<file path="src/design/ldmc_pkg.sv">
// package for the lane data path mute control register block
// assumes an ahb-lite master with 32-bit word accesses only
package ldmc_pkg;
    localparam int LANES = 8;
    // advertisement page and bit positions
    localparam logic [7:0] OFS_LAYOUT_ADV = 8'h02;
    localparam int BIT_LAYOUT_PAGE = 7;
    localparam logic [7:0] OFS_SIGNAL_ADV = 8'h8E;
    localparam int BIT_SIGNAL_PAGE = 3;
    // lane control page byte offsets (byte addresses, banked by 8 lanes)
    localparam logic [7:0] OFS_TEARDOWN = 8'h80;
    localparam logic [7:0] OFS_DIRECT_FIRST = 8'h81;
    localparam logic [7:0] OFS_DIRECT_LAST = 8'h8E;
    localparam logic [7:0] OFS_SET0_FIRST = 8'h8F;
    localparam logic [7:0] OFS_SET1_LAST = 8'hD4;
    localparam logic [7:0] OFS_MASK_FIRST = 8'hD5;
    localparam logic [7:0] OFS_MASK_LAST = 8'hE8;
    // register indices; each word sits at four times its index
    localparam logic [7:0] IDX_TEARDOWN = 8'h80;
    localparam logic [7:0] IDX_TX_OFF = 8'h81;
    localparam logic [7:0] IDX_TX_FORCE_SQ = 8'h82;
    localparam logic [7:0] IDX_TX_AUTO_SQ_OFF = 8'h83;
    localparam logic [7:0] IDX_RX_OFF = 8'h84;
    localparam logic [7:0] IDX_RX_AUTO_SQ_OFF = 8'h85;
    localparam logic [7:0] IDX_STATUS = 8'h86;
    localparam logic [7:0] IDX_ADVERT = 8'h87;
    localparam logic [7:0] IDX_BANK = 8'h88;
    localparam logic [11:0] ADR_TEARDOWN = {2'b00, IDX_TEARDOWN, 2'b00};
    localparam logic [11:0] ADR_TX_OFF = {2'b00, IDX_TX_OFF, 2'b00};
    localparam logic [11:0] ADR_TX_FORCE_SQ = {2'b00, IDX_TX_FORCE_SQ, 2'b00};
    localparam logic [11:0] ADR_TX_AUTO_SQ_OFF = {2'b00, IDX_TX_AUTO_SQ_OFF, 2'b00};
    localparam logic [11:0] ADR_RX_OFF = {2'b00, IDX_RX_OFF, 2'b00};
    localparam logic [11:0] ADR_RX_AUTO_SQ_OFF = {2'b00, IDX_RX_AUTO_SQ_OFF, 2'b00};
    localparam logic [11:0] ADR_STATUS = {2'b00, IDX_STATUS, 2'b00};
    localparam logic [11:0] ADR_ADVERT = {2'b00, IDX_ADVERT, 2'b00};
    localparam logic [11:0] ADR_BANK = {2'b00, IDX_BANK, 2'b00};
    localparam logic [7:0] RST_TEARDOWN = 8'h00;
    localparam logic [7:0] RST_LANE = 8'h00;
    localparam logic [1:0] BANK_LAST = 2'h3;
    localparam logic [1:0] RST_BANK = 2'h0;
    typedef enum logic [3:0] {
        LDMC_DP_OFF = 4'h1,
        LDMC_DP_INIT = 4'h2,
        LDMC_DP_ACT = 4'h4,
        LDMC_DP_DOWN = 4'h8
    } ldmc_dp_type;
endpackage

</file>
<file path="src/design/ldmc_top.sv">
// lane data path mute control: ahb-lite register slave, per-lane data path
// state machines and the tx/rx muting combination
// assumes hclk domain status inputs and that a lane's data path engine
// reports ready/done; external pins pass a two-flop synchroniser
`timescale 1ns/100ps
// Notes on behaviour
// - advertise lane control page in layout flag
// - advertise optional signal page by own bit
// - each bank controls exactly eight lanes
// - teardown byte 128, direct 129-142, masks 213-232
// - two staged sets at 143-177 and 178-212
// - teardown byte acted on only when operational
// - clear bit initializes, set bit tears down
// - all paths auto-initialize when bits clear
// - every data path runs independently
// - teardown bits are levels, continuously honored
// - direct controls act immediately, unstaged
// - tx stays muted while path initializing
// - disable masks squelch on tx output
// - state machine may hold tx disabled
// - tx squelch by force or auto controller
// - host may turn off tx auto squelch
// - non-pluggable-host category lacks tx auto squelch
// - rx disable host only, output quiescent
// - no host command forces rx squelch
// - rx squelched until inputs valid and ready
// - host may turn off rx auto squelch
module ldmc_top #(
    parameter bit TX_AUTO_SQ_SUPPORTED = 1'b1,
    parameter bit RX_AUTO_SQ_SUPPORTED = 1'b1,
    parameter bit SIGNAL_PAGE_SUPPORTED = 1'b0
) (
    input wire logic hclk,
    input wire logic hresetn,
    input wire logic hsel,
    input wire logic [31:0] haddr,
    input wire logic [1:0] htrans,
    input wire logic hwrite,
    input wire logic [2:0] hsize,
    input wire logic [31:0] hwdata,
    input wire logic hready,
    output logic [31:0] hrdata,
    output logic hreadyout,
    output logic hresp,
    input wire logic module_operational_state,
    input wire logic module_low_power_state,
    input wire logic non_pluggable_host_category,
    input wire logic [7:0] dp_init_done,
    input wire logic [7:0] dp_deinit_done,
    input wire logic [7:0] tx_input_valid,
    input wire logic [7:0] rx_input_valid,
    input wire logic [7:0] rx_resources_ready,
    output logic [7:0] tx_output_disabled,
    output logic [7:0] tx_output_squelched,
    output logic [7:0] rx_output_disabled,
    output logic [7:0] rx_output_squelched,
    output logic [1:0] lane_bank
);
    localparam int L = ldmc_pkg::LANES;

    logic [7:0] data_path_teardown_request;
    logic [7:0] tx_output_off_control;
    logic [7:0] tx_force_squelch;
    logic [7:0] tx_auto_squelch_off;
    logic [7:0] rx_output_off_control;
    logic [7:0] rx_auto_squelch_off;
    logic [1:0] bank;
    logic ap_valid;
    logic ap_write;
    logic [11:0] ap_addr;
    logic [7:0] tx_valid_s1, tx_valid_s2, rx_valid_s1, rx_valid_s2;
    logic oper_s1, oper_s2;
    logic low_pwr_s1, low_pwr_s2;
    logic host_cat_s1, host_cat_s2;
    logic wr_hit;
    logic [7:0] tx_auto_sq, rx_ready;
    logic [7:0] next_tx_disabled, next_tx_squelched;
    logic [7:0] next_rx_disabled, next_rx_squelched;
    ldmc_pkg::ldmc_dp_type data_path_state_machine [L];
    logic [7:0] dp_initializing, dp_active;
    logic [31:0] next_rdata;

    // pins from the optics domain pass two flops first
    always_ff @(posedge hclk or negedge hresetn) begin
        if (!hresetn) begin
            tx_valid_s1 <= 8'h00;
            tx_valid_s2 <= 8'h00;
            rx_valid_s1 <= 8'h00;
            rx_valid_s2 <= 8'h00;
            oper_s1 <= 1'b0;
            oper_s2 <= 1'b0;
            low_pwr_s1 <= 1'b1;
            low_pwr_s2 <= 1'b1;
            host_cat_s1 <= 1'b0;
            host_cat_s2 <= 1'b0;
        end else begin
            tx_valid_s1 <= tx_input_valid;
            tx_valid_s2 <= tx_valid_s1;
            rx_valid_s1 <= rx_input_valid;
            rx_valid_s2 <= rx_valid_s1;
            oper_s1 <= module_operational_state;
            oper_s2 <= oper_s1;
            low_pwr_s1 <= module_low_power_state;
            low_pwr_s2 <= low_pwr_s1;
            host_cat_s1 <= non_pluggable_host_category;
            host_cat_s2 <= host_cat_s1;
        end
    end

    // ahb address phase capture; slave answers with zero wait states
    always_ff @(posedge hclk or negedge hresetn) begin
        if (!hresetn) begin
            ap_valid <= 1'b0;
            ap_write <= 1'b0;
            ap_addr <= 12'h000;
        end else if (hready) begin
            ap_valid <= hsel && htrans[1];
            ap_write <= hwrite;
            ap_addr <= {haddr[11:2], 2'b00};
        end
    end

    assign hreadyout = 1'b1;
    assign hresp = 1'b0;

    // writes land in the data phase; direct controls act next cycle
    // staged sets and masks are not held here; they read as zero
    assign wr_hit = ap_valid && ap_write;

    // teardown byte at the first word of the page
    always_ff @(posedge hclk or negedge hresetn) begin
        if (!hresetn) begin
            data_path_teardown_request <= ldmc_pkg::RST_TEARDOWN;
        end else if (wr_hit && ap_addr == ldmc_pkg::ADR_TEARDOWN) begin
            data_path_teardown_request <= hwdata[7:0];
        end
    end

    always_ff @(posedge hclk or negedge hresetn) begin
        if (!hresetn) begin
            tx_output_off_control <= ldmc_pkg::RST_LANE;
        end else if (wr_hit && ap_addr == ldmc_pkg::ADR_TX_OFF) begin
            tx_output_off_control <= hwdata[7:0];
        end
    end

    always_ff @(posedge hclk or negedge hresetn) begin
        if (!hresetn) begin
            tx_force_squelch <= ldmc_pkg::RST_LANE;
        end else if (wr_hit && ap_addr == ldmc_pkg::ADR_TX_FORCE_SQ) begin
            tx_force_squelch <= hwdata[7:0];
        end
    end

    always_ff @(posedge hclk or negedge hresetn) begin
        if (!hresetn) begin
            tx_auto_squelch_off <= ldmc_pkg::RST_LANE;
        end else if (wr_hit && ap_addr == ldmc_pkg::ADR_TX_AUTO_SQ_OFF) begin
            tx_auto_squelch_off <= hwdata[7:0];
        end
    end

    always_ff @(posedge hclk or negedge hresetn) begin
        if (!hresetn) begin
            rx_output_off_control <= ldmc_pkg::RST_LANE;
        end else if (wr_hit && ap_addr == ldmc_pkg::ADR_RX_OFF) begin
            rx_output_off_control <= hwdata[7:0];
        end
    end

    always_ff @(posedge hclk or negedge hresetn) begin
        if (!hresetn) begin
            rx_auto_squelch_off <= ldmc_pkg::RST_LANE;
        end else if (wr_hit && ap_addr == ldmc_pkg::ADR_RX_AUTO_SQ_OFF) begin
            rx_auto_squelch_off <= hwdata[7:0];
        end
    end

    // only two bits kept; higher bank numbers wrap
    always_ff @(posedge hclk or negedge hresetn) begin
        if (!hresetn) begin
            bank <= ldmc_pkg::RST_BANK;
        end else if (wr_hit && ap_addr == ldmc_pkg::ADR_BANK) begin
            bank <= hwdata[1:0];
        end
    end

    // each bank selects a group of eight lanes
    assign lane_bank = bank;

    always_comb begin
        next_rdata = 32'h0000_0000;
        case (ap_addr)
            ldmc_pkg::ADR_TEARDOWN: next_rdata[7:0] = data_path_teardown_request;
            ldmc_pkg::ADR_TX_OFF: next_rdata[7:0] = tx_output_off_control;
            ldmc_pkg::ADR_TX_FORCE_SQ: next_rdata[7:0] = tx_force_squelch;
            ldmc_pkg::ADR_TX_AUTO_SQ_OFF: next_rdata[7:0] = tx_auto_squelch_off;
            ldmc_pkg::ADR_RX_OFF: next_rdata[7:0] = rx_output_off_control;
            ldmc_pkg::ADR_RX_AUTO_SQ_OFF: next_rdata[7:0] = rx_auto_squelch_off;
            ldmc_pkg::ADR_STATUS: next_rdata[15:0] = {dp_active, dp_initializing};
            ldmc_pkg::ADR_ADVERT: begin
                next_rdata[ldmc_pkg::BIT_LAYOUT_PAGE] = 1'b1;
                next_rdata[8 + ldmc_pkg::BIT_SIGNAL_PAGE] = SIGNAL_PAGE_SUPPORTED;
            end
            ldmc_pkg::ADR_BANK: next_rdata[1:0] = bank;
            default: next_rdata = 32'h0000_0000;
        endcase
    end

    // read data comes straight from the held address in the data phase
    assign hrdata = (ap_valid && !ap_write) ? next_rdata : 32'h0000_0000;

    // one state machine per lane; lanes never wait on each other
    for (genvar i = 0; i < L; i++) begin : g_dp
        always_ff @(posedge hclk or negedge hresetn) begin
            if (!hresetn) begin
                data_path_state_machine[i] <= ldmc_pkg::LDMC_DP_OFF;
            end else begin
                case (data_path_state_machine[i])
                    ldmc_pkg::LDMC_DP_OFF: begin
                        // level request, read only when operational
                        // low power keeps paths off so the host can set bits
                        if (oper_s2 && !low_pwr_s2 && !data_path_teardown_request[i]) begin
                            data_path_state_machine[i] <= ldmc_pkg::LDMC_DP_INIT;
                        end
                    end
                    ldmc_pkg::LDMC_DP_INIT: begin
                        if (oper_s2 && data_path_teardown_request[i]) begin
                            data_path_state_machine[i] <= ldmc_pkg::LDMC_DP_DOWN;
                        end else if (dp_init_done[i]) begin
                            data_path_state_machine[i] <= ldmc_pkg::LDMC_DP_ACT;
                        end
                    end
                    ldmc_pkg::LDMC_DP_ACT: begin
                        if (!oper_s2 || data_path_teardown_request[i]) begin
                            data_path_state_machine[i] <= ldmc_pkg::LDMC_DP_DOWN;
                        end
                    end
                    ldmc_pkg::LDMC_DP_DOWN: begin
                        if (dp_deinit_done[i]) begin
                            data_path_state_machine[i] <= ldmc_pkg::LDMC_DP_OFF;
                        end
                    end
                    default: data_path_state_machine[i] <= ldmc_pkg::LDMC_DP_OFF;
                endcase
            end
        end
        assign dp_initializing[i] = data_path_state_machine[i] == ldmc_pkg::LDMC_DP_INIT;
        assign dp_active[i] = data_path_state_machine[i] == ldmc_pkg::LDMC_DP_ACT;
    end

    // combined muting control; each output has its own register below
    always_comb begin
        // host off, or the state machine keeps it off
        next_tx_disabled = tx_output_off_control | ~dp_active;
        // auto squelch dropped for the non-pluggable-host category
        tx_auto_sq = {L{TX_AUTO_SQ_SUPPORTED && !host_cat_s2}} & ~tx_auto_squelch_off &
            ~tx_valid_s2;
        // disable wins: squelch masked while disabled
        next_tx_squelched = ~next_tx_disabled & (tx_force_squelch | tx_auto_sq);
        next_rx_disabled = rx_output_off_control;
        // only the internal controller squelches rx
        rx_ready = rx_valid_s2 & rx_resources_ready & dp_active;
        next_rx_squelched = {L{RX_AUTO_SQ_SUPPORTED}} & ~rx_auto_squelch_off & ~rx_ready;
    end

    // outputs start muted: disabled tx, squelched rx
    always_ff @(posedge hclk or negedge hresetn) begin
        if (!hresetn) begin
            tx_output_disabled <= 8'hFF;
        end else begin
            tx_output_disabled <= next_tx_disabled;
        end
    end

    always_ff @(posedge hclk or negedge hresetn) begin
        if (!hresetn) begin
            tx_output_squelched <= 8'h00;
        end else begin
            tx_output_squelched <= next_tx_squelched;
        end
    end

    always_ff @(posedge hclk or negedge hresetn) begin
        if (!hresetn) begin
            rx_output_disabled <= 8'h00;
        end else begin
            rx_output_disabled <= next_rx_disabled;
        end
    end

    always_ff @(posedge hclk or negedge hresetn) begin
        if (!hresetn) begin
            rx_output_squelched <= 8'hFF;
        end else begin
            rx_output_squelched <= next_rx_squelched;
        end
    end

    a_tx_disable_init: assert property (@(posedge hclk) disable iff (!hresetn)
        dp_initializing != 8'h00 |=> (tx_output_disabled & $past(dp_initializing)) ==
        $past(dp_initializing)) else $error("tx enabled during init");
    a_tx_disable_masks: assert property (@(posedge hclk) disable iff (!hresetn)
        (tx_output_disabled & tx_output_squelched) == 8'h00)
        else $error("squelch not masked by disable");
    a_tx_host_off: assert property (@(posedge hclk) disable iff (!hresetn)
        ##1 (tx_output_disabled & $past(tx_output_off_control)) == $past(tx_output_off_control))
        else $error("host tx disable ignored");
    a_tx_force_sq: assert property (@(posedge hclk) disable iff (!hresetn)
        ##1 $past(tx_force_squelch & ~tx_output_off_control & dp_active) ==
        ($past(tx_force_squelch & ~tx_output_off_control & dp_active) & tx_output_squelched))
        else $error("forced tx squelch missing");
    a_rx_disable_host: assert property (@(posedge hclk) disable iff (!hresetn)
        ##1 rx_output_disabled == $past(rx_output_off_control))
        else $error("rx disable not host");
    a_rx_sq_auto_off: assert property (@(posedge hclk) disable iff (!hresetn)
        ##1 ($past(rx_auto_squelch_off) & rx_output_squelched) == 8'h00)
        else $error("rx squelch with controller off");
    a_rx_sq_hold: assert property (@(posedge hclk) disable iff (!hresetn)
        ##1 ($past(~rx_ready & ~rx_auto_squelch_off) & ~rx_output_squelched) == 8'h00)
        else $error("rx unsquelched early");
    a_dp_no_init_idle: assert property (@(posedge hclk) disable iff (!hresetn)
        !oper_s2 && dp_initializing == 8'h00 |=> dp_initializing == 8'h00)
        else $error("init started outside operational");
    a_dp_auto_init: assert property (@(posedge hclk) disable iff (!hresetn)
        oper_s2 && data_path_state_machine[0] == ldmc_pkg::LDMC_DP_OFF &&
        !data_path_teardown_request[0] |=> dp_initializing[0])
        else $error("lane 0 did not start init");

    a_dp_low_pwr: assert property (@(posedge hclk) disable iff (!hresetn)
        low_pwr_s2 && dp_initializing == 8'h00 |=> dp_initializing == 8'h00)
        else $error("init started in low power");

    a_teardown_write: assert property (@(posedge hclk) disable iff (!hresetn)
        wr_hit && ap_addr == ldmc_pkg::ADR_TEARDOWN |=>
        data_path_teardown_request == $past(hwdata[7:0]))
        else $error("teardown write lost");

    a_tx_auto_host_cat: assert property (@(posedge hclk) disable iff (!hresetn)
        host_cat_s2 && tx_force_squelch == 8'h00 |=> tx_output_squelched == 8'h00)
        else $error("tx auto squelch in host category");

    a_tx_sq_auto_off: assert property (@(posedge hclk) disable iff (!hresetn)
        ##1 ($past(tx_auto_squelch_off & ~tx_force_squelch) & tx_output_squelched) == 8'h00)
        else $error("tx squelch with controller off");

    a_bank_write: assert property (@(posedge hclk) disable iff (!hresetn)
        wr_hit && ap_addr == ldmc_pkg::ADR_BANK |=> lane_bank == $past(hwdata[1:0]))
        else $error("bank write lost");

    a_advert_layout: assert property (@(posedge hclk) disable iff (!hresetn)
        ap_valid && !ap_write && ap_addr == ldmc_pkg::ADR_ADVERT |->
        hrdata[ldmc_pkg::BIT_LAYOUT_PAGE])
        else $error("layout page not advertised");

    c_init_done: cover property (@(posedge hclk) disable iff (!hresetn)
        dp_initializing[0] ##1 dp_active[0]);
    c_teardown: cover property (@(posedge hclk) disable iff (!hresetn)
        dp_active[1] ##1 !dp_active[1]);
    c_rx_unsq: cover property (@(posedge hclk) disable iff (!hresetn)
        rx_output_squelched[0] ##1 !rx_output_squelched[0]);
    c_tx_force: cover property (@(posedge hclk) disable iff (!hresetn)
        tx_output_squelched[2]);
    c_rx_disable: cover property (@(posedge hclk) disable iff (!hresetn)
        rx_output_disabled[7]);
endmodule // ldmc_top

</file>
<file path="config.mk">
export PLATFORM = sky130hd
export DESIGN_NAME = ldmc_top
export DESIGN_NICKNAME = d
export VERILOG_FILES = /design/src/design/ldmc_pkg.sv /design/src/design/ldmc_top.sv
export SDC_FILE = /design/constraint.sdc
export NUM_CORES = 1
export LEC_CHECK = 0
export BUFFER_PORTS_ARGS = -buffer_cell sky130_fd_sc_hd__buf_2
export CORE_MARGIN = 10
export CORE_UTILIZATION = 30
export CTS_CLUSTER_DIAMETER = 50
export DETAILED_ROUTE_END_ITERATION = 16
export HOLD_SLACK_MARGIN = 0.08
export PLACE_DENSITY = 0.54
export REMOVE_ABC_BUFFERS = 1
export SYNTH_ARGS = -nofsm -noshare
export SYNTH_HDL_FRONTEND = slang
export SYNTH_SLANG_ARGS = --single-unit
</file>
<file path="constraint.sdc">
create_clock -name hclk -period 2.1 [get_ports hclk]
set_clock_uncertainty 0.1 [all_clocks]
set_input_delay 0.21 -clock hclk [delete_from_list [all_inputs] [get_ports hclk]]
set_output_delay 0.21 -clock hclk [all_outputs]
set_load 0.02 [all_outputs]
</file>
**Word-level counts from Yosys, hierarchy flattened**

Cells that the tools add are included.

- $add $sub $neg: 0
- Multiply operators: 0
- Shift operators: 0
- $lt $le $gt $ge: 0
- Mux-type cells: 55
- Equality and inequality tests: 73
- Bitwise logic cells: 14
- Reduce and logical (&&, ||, !) cells: 55
- Divide/modulo/power cells: 0

Operators with widths:

| kind | number |
|---|---|
| $mux W4 | 41 |
| $pmux W4 S4 | 8 |
| $eq A10 B8 Y1 const B | 9 |
| $and A8 B8 Y8 | 6 |
| $not A8 Y8 | 6 |
| $pmux W5 S7 | 1 |
| $eq A4 B1 Y1 const B | 8 |
| $eq A4 B2 Y1 const B | 8 |
| $eq A4 B3 Y1 const B | 8 |
| $eq A4 B4 Y1 const B | 8 |
| $ne A2 B2 Y1 const B | 16 |
| $reduce_and A4 Y1 | 8 |
| $logic_and A1 B1 Y1 | 27 |
| $ne A3 B2 Y1 const B | 8 |
| $mux W16 | 1 |
| $ne A2 B1 Y1 const B | 8 |
| $or A8 B8 Y8 | 2 |
| $pmux W2 S8 | 1 |
| $logic_not A1 Y1 | 12 |
| $logic_or A1 B1 Y1 | 8 |
| $pmux W1 S8 | 1 |
| $mux W3 | 1 |
| $mux W1 | 1 |

- Bits in read-only memories: 0
- Logic and storage cells: 229
- Memory bits (writable): 0
- Memories kept: 0
- Latch bits: 0
- Bits in registers: 164

**Longest topological paths before layout**

- Word-level depth: 5
- Mapped depth: 6
- Gate-level depth less buffers: 4

**Worst setup path after synthesis**

Ideal clock, no wire load.

- Path kind: register to output
- From: register ap_addr[7]
- To: output hrdata[0]
- Path buffers: 1
- Setup slack: -0.298 ns
- Cell stages (with the launch flop): 6
- Arrival time: 2.088 ns
- Cell sequence: dfrtp_1 or4b_4 clkbuf_8 nor3_4 or4b_1 a21oi_1

- Cells in the longest elaborated chain, start to end: 3
- Elaborated cells on any way between the ends: 10

Ends and longest elaborated chain:

| element | line | RTL |
|---|---|---|
| start, declared | ldmc_top.sv:70 | `logic [11:0] ap_addr;` |
| start signal, assigned | ldmc_top.sv:119 | `ap_addr <= {haddr[11:2], 2'b00};` |
| $eq A10 B8 Y1 | ldmc_top.sv:193 | `case (ap_addr)` |
| $pmux W2 S8 (*) | ldmc_top.sv:193 |  |
| $mux W16 (*) | ldmc_top.sv:211 | `assign hrdata = (ap_valid && !ap_write) ? next_rdata : 32'h0000_0000;` |
| end, declared | ldmc_top.sv:42 | `output logic [31:0] hrdata,` |

Mark *: on every way between the ends. The rest lies on a longest branch, timed or not.

**Worst setup path after layout**

- From: register ap_addr[7]
- To: output hrdata[1]

Same word-level chain as after synthesis.

==> out/results.ini <==
[synthesis]
netlist_instances = 563
postSynthAreaPerCell_um2 = 12.2
ys_seq_area_frac = 0.600
async_reset_ff_frac = 1.00
syn_area_um2 = 6890
synth.distinct_cells = 44
synth_edf_count = 0
yosys_register_bits = 164
yosysWarningCount = 0
ys.flop_type = dfrtp_1

[clock_tree]
numCtsBuffers = 17
cts_buffer_depth = 2
h-tree-depth = 4
root_buffer = clkbuf_16
clock_latency_ns = 0.44
tritoncts = done
clk_pin_slew_ns = 0.07
cts_sinks = 164

[timing]
min_period_ns = 2.69
timing.final.ws_setup_ns = -0.589
rsz0062_at_grt = yes
slew_violations = 0
hold_viol = 0
fin_hold_ws_ns = 0.148
period_share = 1.28
finalSetupViolCount = 66
worstMarginPinSlew_ns = 0.657
relSlewSlack = 0.562
max_freq_ghz = 0.372
fin_tns_setup_ns = -17.41

[global_route]
grt_overflow = 0
antenna_found_initial = 0
grt_usage = 0.137
grt_pass1_wl_um = 31200
grt_max_degree = 64
grt_pass1_vias = 5718

[setup_path]
cp_cell_sequence = or4b_4 -> nor3_4 -> or4b_4 -> a21oi_4 -> buf_6
cp_common_cell = or4b_4
max_stage_delay_ns = 0.62
crit_type = reg2out
path_max_fanout = 5
endpoint_kind = output pin
crit_path_start_kind = register
path_delay_family = simple AND/OR/NAND/NOR gates
crit_slowest_cell = or4b_4
worst-path-buf-inv = 1
critPathArrivalTime_ns = 2.38
worstPathRequired_ns = 1.79

[placement]
portBuffers = 116
place_ws_ns = -0.224
dp_hpwl_um = 13800
dp_cells = 1009
gp_congestion = 0.794

[final_layout]
layout.nets = 935
drive_above_1_share = 0.403
most-common-layout-cells = dfrtp_1 (138), buf_2 (99), dlygate4sd3_1 (68)
n_antenna_cell = 0
area_delta_synth_final_pct = 44.7
top_regs = data_path_state_machine: 32 flops, ap_addr: 10 flops
largest-register = data_path_state_machine
largest_reg_flops = 32
final_common_cell = dfrtp_1
layout.cells.non_filler = 1116
fillCellCount = 2137

[power]
intPower_mw = 6.25
p_comb_frac = 0.186
p_sw_frac = 0.268
ir_worst_vdd_v = 0.000500
p_switching_mw = 2.29
power_density_nw_per_um2 = 856
p_seq_frac = 0.436
static-leakage-power_nw = 4.44
p_clk_frac = 0.378

[outcome]
status = finished, violations left
violations = setup timing

[job]
maxCapViolations = 0

[floorplan]
dieArea_um2 = 29400
io_pins = 185
core-area_um2 = 22600
start_util = 0.304
die_x_um = 172
die_y_um = 172
rows = 55

[route]
dr.pass1.iters = 5
wire_per_inst_um = 17.6
drt-total-wl_um = 19600
routed_via_density = 4.80
drt-initial-drc-count = 327
antenna_left = 0
vias = 5356
drc = 0

[min_path]
hp-class = in2reg

==> cells in the mapped netlist (3+ instances only) <==
library cell  number  share of area
o2111a_1           8          0.013
o21ai_0           28          0.020
a31oi_1            9         0.0082
a211oi_1           8         0.0087
nor4_1             4         0.0036
buf_4             19          0.021
dfrtp_1          138           0.50
nor3_1            17          0.012
nand3_1           11         0.0080
and4_1             5         0.0064
a21oi_1           18          0.013
o2bb2ai_1          5         0.0064
nand2_1           52          0.028
dfstp_2           26          0.099
a22o_1             5         0.0064
mux2i_1            9          0.013
a22oi_1            7         0.0076
mux2_2            60          0.098
or4b_2             4         0.0058
nor4b_1           29          0.037
nor2_1            37          0.020
inv_1              3         0.0016
nand2b_1          10         0.0091
clkbuf_1          13         0.0071
nor2b_1           11          0.010
nand4_1            3         0.0027
==> worst reg2reg max path, stage by stage, from the launching register on <==
cell	delay, ns
dfrtp_1	0.38
or4b_4	0.62
buf_6	0.18
buf_6	0.12
nand3b_1	0.20
nor2_2	0.18
buf_6	0.17
mux2_4	0.30
==> worst paths after layout <==
path / slack [ns] / cells after the start / from / endpoint
worst max-delay path: -0.59 / 5 / ap_addr[7] / hrdata[1]
worst min-delay path: 0.15 / 2 / hready / ap_addr[7]
worst max register to register: -0.26 / 7 / ap_addr[7] / rx_auto_squelch_off[6]
worst min register to register: 0.25 / 0 / tx_valid_s1[6] / tx_valid_s2[6]
max in group asynchronous: 1.01 / 3 / hresetn / data_path_state_machine[4]
min in group asynchronous: 0.16 / 2 / hresetn / rx_valid_s2[0]
==> layer usage <==
layer  wire (um)  part of all wire  global-route usage  vias up
met1        8960              0.46               0.179     2660
li1            -                 -                   -     2527
met3        1330             0.068              0.0342       21
met5           0                 0                   0        -
met2        8970              0.46               0.214      148
met4         354             0.018              0.0507        0
==> cell type report <==
| cell class | count | area [um^2] | share of cell area |
|---|---|---|---|
| inverters | 3 | 11.3 | 0.00113 |
| clock inverters | 8 | 126 | 0.0127 |
| flip-flops and latches | 164 | 4140 | 0.415 |
| repair buffers | 255 | 2010 | 0.201 |
| well taps | 285 | 357 | 0.0358 |
| multi-input cells | 377 | 2850 | 0.286 |
| clock buffers | 24 | 482 | 0.0483 |
==> kinds of logic after synthesis <==
kind of cell / Yosys count / synth area share
AND/OR/NAND/NOR: 197 / 0.161
multiplexers: 71 / 0.118
AO/OA/AOI/OAI: 91 / 0.0868
other: 2 / 0.00109
flip-flops: 164 / 0.600
buffers and inverters: 38 / 0.0327
==> through the flow <==
stage,util,power [mW],instance area [um^2]
3_3_place_gp,0.365,5.20,8250
6_report,0.440,8.54,9970
5_1_grt,0.440,8.98,9970
3_5_place_dp,0.365,5.23,8250
2_1_floorplan,-,4.64,6740
4_1_cts,0.436,8.63,9870
==> power groups by stage <==
stage                     combinational, mW  clock (mW)  sequential [mW]
after floorplan                       0.849           0             3.79
after global placement                 1.44           0             3.77
after detailed placement               1.45           0             3.78
after CTS                              1.58        3.32             3.72
after global routing                   1.78        3.44             3.76
final                                  1.58        3.23             3.72
==> repair_timing <==
item	in CTS	in global routing
hold endpoints to repair	263	0
endpoints found under the setup margin	63	66
pin swaps	10	9
gates resized for setup	84	16
hold buffers	68	0
buffers inserted	3	5
No activity file was read; power rests on OpenSTA's default activity.
